<file path="config.mk">
export PLATFORM = sky130hd
export DESIGN_NAME = ppst_timing
export DESIGN_NICKNAME = d
export VERILOG_FILES = /design/src/design/ppst_timing.v /design/src/design/ppst_pix_div.v
export VERILOG_INCLUDE_DIRS = /design/src /design/src/inc
export SDC_FILE = /design/constraint.sdc
export NUM_CORES = 1
export LEC_CHECK = 0
export ABC_AREA = 1
export BUFFER_PORTS_ARGS = -buffer_cell sky130_fd_sc_hd__buf_2
export CAP_MARGIN = 20
export CORE_MARGIN = 2
export CORE_UTILIZATION = 55
export CTS_CLUSTER_DIAMETER = 120
export DETAILED_ROUTE_END_ITERATION = 8
export MAX_ROUTING_LAYER = met4
export PLACE_DENSITY = 0.74
export SLEW_MARGIN = 20
export SYNTH_ARGS = -nofsm -noshare
export SYNTH_HDL_FRONTEND = slang
export SYNTH_SLANG_ARGS = --single-unit
export TNS_END_PERCENT = 20
</file>
<file path="constraint.sdc">
create_clock -name clk_sys_in -period 6.7 [get_ports clk_sys_in]
set_clock_uncertainty 0.05 [all_clocks]
set_input_delay 2.01 -clock clk_sys_in [delete_from_list [all_inputs] [get_ports clk_sys_in]]
set_output_delay 2.01 -clock clk_sys_in [all_outputs]
set_load 0.02 [all_outputs]
</file>
<file path="src/inc/ppst_regs.vh">
// constants for the passive panel sync timing generator
`ifndef PPST_REGS_VH
`define PPST_REGS_VH

// pixel period adds one source period to the divider value
`define PPST_DIV_ADD        1
// line sync to frame sync delay adds two pixel periods to the wait field
`define PPST_START_ADD      2
// line sync width adds one pixel period to the width field
`define PPST_WIDTH_ADD      1
// last shift clock to line sync adds one pixel period to the wait field
`define PPST_END_ADD        1
// reset value of the sync and data outputs before polarity is applied
`define PPST_RST_INACTIVE   1'b0
`define PPST_RST_DATA       8'h00

`endif

</file>
<file path="src/design/ppst_timing.v">
// passive panel line, frame and shift clock timing generator
`timescale 1ns/1ps
`default_nettype none

`include "ppst_regs.vh"

// Operation
// RQ1: pixel period is source clock period times divider value plus one.
// RQ2: shift clock period is pixel period times the panel data bus width; widths of one or less give one pulse per line.
// RQ3: frame sync, line sync and shift clock each have selectable polarity.
// RQ4: frame sync lags line sync wait+2, width+1, end wait+1 pixels.
// RQ5: software keeps shift clock at most one fifth of system clock.
// RQ6: software keeps display source clock under its maximum frequency.
// RQ7: first shift clock comes within one shift period after frame sync.
module ppst_timing #(
  parameter DIV_W  = 8,
  parameter WAIT_W = 8,
  parameter BW_W   = 4,
  parameter MAX_BW = 8,
  parameter SCNT_W = 10,
  parameter LINE_W = 10
) (
  input  wire              clk_sys_in,
  input  wire              rst_in,
  input  wire              enable_in,
  input  wire              display_source_clock_in,
  input  wire [DIV_W-1:0]  pixel_clock_divider_in,
  input  wire [BW_W-1:0]   panel_bus_width_in,
  input  wire [WAIT_W-1:0] line_start_wait_in,
  input  wire [WAIT_W-1:0] line_sync_width_in,
  input  wire [WAIT_W-1:0] line_end_wait_in,
  input  wire [SCNT_W-1:0] shifts_per_line_in,
  input  wire [LINE_W-1:0] lines_per_frame_in,
  input  wire              frame_sync_low_in,
  input  wire              line_sync_low_in,
  input  wire              shift_clock_low_in,
  input  wire [MAX_BW-1:0] pixel_word_in,
  output wire              word_req_out,
  output reg  [MAX_BW-1:0] panel_data_lines_out,
  output reg               frame_sync_out,
  output reg               line_sync_out,
  output reg               shift_clock_out,
  output reg               busy_out
);

  localparam [3:0] ST_IDLE  = 4'h1;
  localparam [3:0] ST_START = 4'h2;
  localparam [3:0] ST_SHIFT = 4'h4;
  localparam [3:0] ST_END   = 4'h8;

  // zero-extend a field to the phase counter width
  function [WAIT_W:0] ppst_ext;
    input [WAIT_W-1:0] v;
    begin
      ppst_ext = {1'b0, v};
    end
  endfunction

  //////////////////////////////////////////////////////////////////////////
  // source clock synchroniser and tick
  reg src_s1;
  reg src_s2;
  reg src_s3;
  wire src_tick = src_s2 & ~src_s3;

  // s1 feeds only s2; the edge detector looks at s2 and s3
  always @(posedge clk_sys_in) begin
    if (rst_in) begin
      src_s1 <= 1'b0;
      src_s2 <= 1'b0;
      src_s3 <= 1'b0;
    end else begin
      src_s1 <= display_source_clock_in;
      src_s2 <= src_s1;
      src_s3 <= src_s2;
    end
  end

  wire pix_en;

  ppst_pix_div #(
    .DIV_W (DIV_W)
  ) u_div (
    .clk_sys_in  (clk_sys_in),
    .rst_in      (rst_in),
    .run_in      (enable_in),
    .src_tick_in (src_tick),
    .div_in      (pixel_clock_divider_in),
    .pix_en_out  (pix_en)
  );

  //////////////////////////////////////////////////////////////////////////
  // line sequencer
  reg [3:0]        state;
  reg [WAIT_W:0]   pcnt;      // pixel count inside the current phase
  reg [WAIT_W:0]   wcnt;      // pixel count of the line sync pulse
  reg [SCNT_W-1:0] scnt;
  reg [LINE_W-1:0] line;
  reg              lsync;
  reg              fsync;
  reg              sclk;

  // widths below one behave as one; a width of one gives a single clock pulse per line, not one per shift
  wire [WAIT_W:0] bw_last =
    (panel_bus_width_in == {BW_W{1'b0}}) ? {(WAIT_W+1){1'b0}} :
    {{(WAIT_W+1-BW_W){1'b0}}, panel_bus_width_in - {{(BW_W-1){1'b0}}, 1'b1}};
  wire [WAIT_W:0] bw_half =
    {{(WAIT_W+1-BW_W){1'b0}}, panel_bus_width_in >> 1};

  wire start_done = (state == ST_START) &&
                    (pcnt == ppst_ext(line_start_wait_in) +
                     (`PPST_START_ADD - 1));
  wire period_done = (state == ST_SHIFT) && (pcnt == bw_last);
  wire line_done = period_done &&
                   (scnt == shifts_per_line_in - {{(SCNT_W-1){1'b0}}, 1'b1});
  wire end_done = (state == ST_END) &&
                  (pcnt == ppst_ext(line_end_wait_in) + (`PPST_END_ADD - 1));
  wire new_line = pix_en && (state == ST_IDLE || end_done);
  wire load_now = pix_en && (start_done || (period_done && !line_done));

  // source presents its word in the same cycle as the request; gated so a
  // pixel pulse left over when enable drops never asks for an untaken word
  assign word_req_out = load_now && enable_in && !rst_in;

  // sequencer: start wait, shift periods, end wait [RQ4]
  always @(posedge clk_sys_in) begin
    if (rst_in || !enable_in) begin
      state <= ST_IDLE;
      pcnt  <= {(WAIT_W+1){1'b0}};
      scnt  <= {SCNT_W{1'b0}};
      line  <= {LINE_W{1'b0}};
      fsync <= `PPST_RST_INACTIVE;
      sclk  <= `PPST_RST_INACTIVE;
      panel_data_lines_out <= `PPST_RST_DATA;
    end else if (pix_en) begin
      if (load_now) begin
        panel_data_lines_out <= pixel_word_in;
      end
      case (state)
        ST_IDLE: begin
          state <= ST_START;
          pcnt  <= {(WAIT_W+1){1'b0}};
          line  <= {LINE_W{1'b0}};
        end
        ST_START: begin
          if (start_done) begin // [RQ4]
            state <= ST_SHIFT;
            pcnt  <= {(WAIT_W+1){1'b0}};
            scnt  <= {SCNT_W{1'b0}};
            fsync <= (line == {LINE_W{1'b0}}); // [RQ4]
            sclk  <= (bw_half == {(WAIT_W+1){1'b0}}); // [RQ7]
          end else begin
            pcnt <= pcnt + 1'b1;
          end
        end
        ST_SHIFT: begin
          if (line_done) begin
            state <= ST_END;
            pcnt  <= {(WAIT_W+1){1'b0}};
            sclk  <= 1'b0;
          end else if (period_done) begin // [RQ2]
            pcnt <= {(WAIT_W+1){1'b0}};
            scnt <= scnt + {{(SCNT_W-1){1'b0}}, 1'b1};
            sclk <= (bw_half == {(WAIT_W+1){1'b0}});
          end else begin
            pcnt <= pcnt + 1'b1;
            sclk <= (pcnt + 1'b1 >= bw_half); // [RQ2]
          end
        end
        ST_END: begin
          if (end_done) begin // [RQ4]
            state <= ST_START;
            pcnt  <= {(WAIT_W+1){1'b0}};
            fsync <= 1'b0;
            line  <= (line >= lines_per_frame_in -
                      {{(LINE_W-1){1'b0}}, 1'b1}) ? {LINE_W{1'b0}} :
                     line + {{(LINE_W-1){1'b0}}, 1'b1};
          end else begin
            pcnt <= pcnt + 1'b1;
          end
        end
        default: begin
          state <= ST_IDLE;
        end
      endcase
    end
  end

  // line sync pulse of width plus one pixels; a new line start wins
  always @(posedge clk_sys_in) begin
    if (rst_in || !enable_in) begin
      lsync <= `PPST_RST_INACTIVE;
      wcnt  <= {(WAIT_W+1){1'b0}};
    end else if (pix_en) begin
      if (new_line) begin
        lsync <= 1'b1;
        wcnt  <= {(WAIT_W+1){1'b0}};
      end else if (lsync) begin
        if (wcnt == ppst_ext(line_sync_width_in) +
            (`PPST_WIDTH_ADD - 1)) begin // [RQ4]
          lsync <= 1'b0;
        end else begin
          wcnt <= wcnt + 1'b1;
        end
      end
    end
  end

  //////////////////////////////////////////////////////////////////////////
  // output polarity, registered so pins change on one edge
  always @(posedge clk_sys_in) begin
    if (rst_in) begin
      frame_sync_out  <= `PPST_RST_INACTIVE;
      line_sync_out   <= `PPST_RST_INACTIVE;
      shift_clock_out <= `PPST_RST_INACTIVE;
      busy_out        <= 1'b0;
    end else begin
      frame_sync_out  <= fsync ^ frame_sync_low_in; // [RQ3]
      line_sync_out   <= lsync ^ line_sync_low_in;  // [RQ3]
      shift_clock_out <= sclk ^ shift_clock_low_in; // [RQ3]
      busy_out        <= (state != ST_IDLE);
    end
  end

endmodule // ppst_timing

`default_nettype wire

</file>
<file path="src/design/ppst_pix_div.v">
// pixel period enable divider fed by display source clock ticks
`timescale 1ns/1ps
`default_nettype none

`include "ppst_regs.vh"

module ppst_pix_div #(
  parameter DIV_W = 8
) (
  input  wire             clk_sys_in,
  input  wire             rst_in,
  input  wire             run_in,
  input  wire             src_tick_in,
  input  wire [DIV_W-1:0] div_in,
  output reg              pix_en_out
);

  reg [DIV_W-1:0] tick_cnt;

  // one pulse every div_in plus one source ticks [RQ1]
  always @(posedge clk_sys_in) begin
    if (rst_in || !run_in) begin
      tick_cnt   <= {DIV_W{1'b0}};
      pix_en_out <= 1'b0;
    end else if (src_tick_in) begin
      if (tick_cnt == div_in) begin // [RQ1]
        tick_cnt   <= {DIV_W{1'b0}};
        pix_en_out <= 1'b1;
      end else begin
        tick_cnt   <= tick_cnt + {{(DIV_W-1){1'b0}}, 1'b1};
        pix_en_out <= 1'b0;
      end
    end else begin
      pix_en_out <= 1'b0;
    end
  end

endmodule // ppst_pix_div

`default_nettype wire

</file>
==> out/results.txt <==
Drt via density: 5.221
CP Data Required Time: 4.64 ns
Initial Utilization: 0.5708
Leakage: 2.609 nW
Library cells used by synthesis: 44
Dominant synthesized flop cell: dfxtp_1
RR Startpoint: pcnt[0]
Power Density: 140.9 mW/mm^2
Hold path startpoint: src_s1
Mapped Area: 0.005324 sq mm
Crit. End Element: primary output
Pins Over Slew Limit: 0
PortBufs: 83
Setup_tns: 0 ns
Pwr Total: 0.0008474 W
CP Launch Type: input pin
Area Growth Syn to Fin: 12.95%
Clock Tree Root: clkbuf_8
Fill count: 880
Grt ovf: 0
DR pass1 iterations: 5
First-pass GRT wire length: 21700 um
Hold Buf Count CTS: 0
Routed len/inst: 11.97 um
Slew Limit Headroom: 0.4527
Hold Vio Cnt, Final: 0
Antenna-violating nets left: 0
IO Pins: 84
R2r setup slk: 4.17 ns
Worst hold path endpoint: src_s2
Post-cts resize count: 0
Postcts setup bufs: 0
FF-to-FF End: wcnt[5]
R2R cell count: 13
Share of cells above drive strength 1: 0.1609
WHS Path Cells: 2
Number of synthesized flops with an enable pin: 0
Worst Setup Path Type: input pin to primary output
H-Tree Level Count: 3
Largest net degree at the start of global routing: 48
CP arrival: 3.83 ns
RSZ-0062 raised after global routing: no
DRC Markers: 0
Cells after Synth: 837
Final period util: 0.8792
Final HPWL DP: 9550 um
Placed cell area: 0.005823 sq mm
Core area: 0.009328 sq mm
Initial antenna violation count: 0
Post-route setup slack: 0.8090 ns
Clock Path Buffers: 2
Die X: 102.4 um
Latest clock arrival within the worst-skew pair: 0.35 ns
Placed cells: 1033
Final RePlAce weighted congestion: 0.9188
Min-delay worst type: flip-flop to flip-flop
Fin crit period: 5.891 ns
Avg Synthesized Cell Area: 6.361 sq um
Peak VDD IR: 0.1568 mV
Synthesized flop and latch total: 69
# nets final: 1008
Diode count: 0
Drt total wl: 12560 um
Status: finished clean
Sequential share of the synthesized area: 0.2595
Clk sinks: 69
Finished Cell Area: 0.006013 sq mm
Critical Path Fanout Max: 5
Critical Path Source: line_start_wait_in[0]
Die height: 102.4 um
Num rows: 35
Number of global-route vias before repair: 5106
Finish-stage setup viols: 0
Max Clk Rate: 0.1698 GHz
Clock transition at path regs: 0.07 ns
Setup Slack @ Placement: 0.8344 ns
Mapped Nets: 930
Ys async rst share: 0
CTS tree: done
Measured slew at the worst slew-check pin: 0.8201 ns
Max_cap viols: 0
Number of synthesis warnings: 0
Overall Global Routing Usage: 0.2598
DR iter-0 viols: 244
CTS buffer count: 9
Final Non-Filler Cells: 1049
Via count: 5477
Die area: 0.01048 sq mm
-- area by class of cell --
type                    count  area (sq um)  share of cell area
inverters                 103         386.6             0.06429
multi-input cells         645          3448              0.5735
clock inverters             7         66.31             0.01103
clock buffers               9         123.9             0.02060
well taps                 129         161.4             0.02684
flip-flops and latches     69          1381              0.2297
repair buffers             87         445.4             0.07407
-- where the power goes --
part / leakage, nW / internal [W] / switching (W)
combinational: 1.95 / 0.0000429 / 0.0000617
clock: 0.0987 / 0.000170 / 0.000161
sequential: 0.557 / 0.000412 / 0.000000591
total: 2.61 / 0.000624 / 0.000223
-- through the flow --
stage	hold WS [ns]	utilization
finish	0.3612	0.6447
global route	0.3962	0.6447
CTS	0.3623	0.6447
detailed placement	0.3520	0.6243
global placement	0.3393	0.6243
floorplan	0.3383	-
-- cell families after synthesis --
family | Yosys count | synth area share
AO/OA/AOI/OAI | 88 | 0.09613
XOR/XNOR | 56 | 0.09213
adder cells (fa/ha/maj) | 22 | 0.05170
buffers and inverters | 123 | 0.09283
flip-flops | 69 | 0.2595
AND/OR/NAND/NOR | 479 | 0.4078
-- synthesized netlist by cell type, types with 2 or more instances --
cell type / count / share of area
a211oi_1: 2 / 0.0028
a21oi_1: 49 / 0.046
a21oi_2: 10 / 0.016
buf_2: 6 / 0.0056
buf_4: 2 / 0.0028
clkbuf_1: 10 / 0.0071
dfxtp_1: 69 / 0.26
ha_1: 22 / 0.052
inv_1: 99 / 0.070
inv_2: 3 / 0.0021
nand2_1: 197 / 0.14
nand2_2: 13 / 0.015
nand2_4: 2 / 0.0042
nand3_1: 96 / 0.090
nand3b_1: 3 / 0.0042
nand4_1: 19 / 0.022
nor2_1: 104 / 0.073
nor2_2: 5 / 0.0059
nor2_4: 2 / 0.0042
nor3_1: 15 / 0.014
nor3b_1: 7 / 0.0099
nor4_1: 5 / 0.0059
o2111ai_1: 2 / 0.0033
o21ai_0: 18 / 0.017
or2_2: 4 / 0.0047
xnor2_1: 24 / 0.039
xor2_1: 32 / 0.053
-- placed cells by master (no fill, tap or decap), types with 2 or more instances in the layout --
cell       count
inv_2          3
inv_1         99
o21ai_0       18
buf_4          4
or2_2          4
a21oi_1       49
nand2_4        2
ha_1          22
clkinv_2       4
nor2_1       104
nand4_1       19
o2111ai_1      2
xnor2_1       24
clkbuf_8       9
nor2_2         5
nand3_1       96
nor2_4         2
nand3b_1       3
a211oi_1       2
nand2_2       13
nor4_1         5
xor2_1        32
nor3_1        15
nor3b_1        7
buf_2         83
dfxtp_1       69
nand2_1      197
a21oi_2       10
-- layer usage --
metal,global-route usage,vias to the layer above,routed length [um]
met2,0.4459,128,5961
met5,-,-,0
met4,0.06359,0,155
met3,0.04856,14,553
li1,-,2870,-
met1,0.3153,2465,5886
-- worst max path at each step --
stage                         endpoint  slack (ns)  depth (start not counted)
final                     word_req_out        0.81                         15
after global routing      word_req_out        0.57                         15
after CTS                 word_req_out        0.82                         15
after detailed placement  word_req_out        0.83                         15
after global placement    word_req_out        0.90                         15
after floorplan           word_req_out        1.18                         13
-- registers in the layout, indices dropped and copies added, names as in the netlist, 4 cells and up --
signal and cells:
pcnt 9, scnt 10, line 10, u_div.tick_cnt 8, wcnt 9, panel_data_lines_out 8
state 4
-- worst max-delay path: stages --
cell and delay, ns:
buf_2 0.13, ha_1 0.22, nand2_1 0.08, nor2_2 0.16, nand3_1 0.14, nand3_1 0.13
nand2_1 0.06, inv_1 0.05, nand3_1 0.09, nand2_1 0.16, nand2_1 0.09, nor2_1 0.17
nand2_1 0.07, nor2_1 0.11, buf_2 0.17
Power figures use the tool's default switching activity.
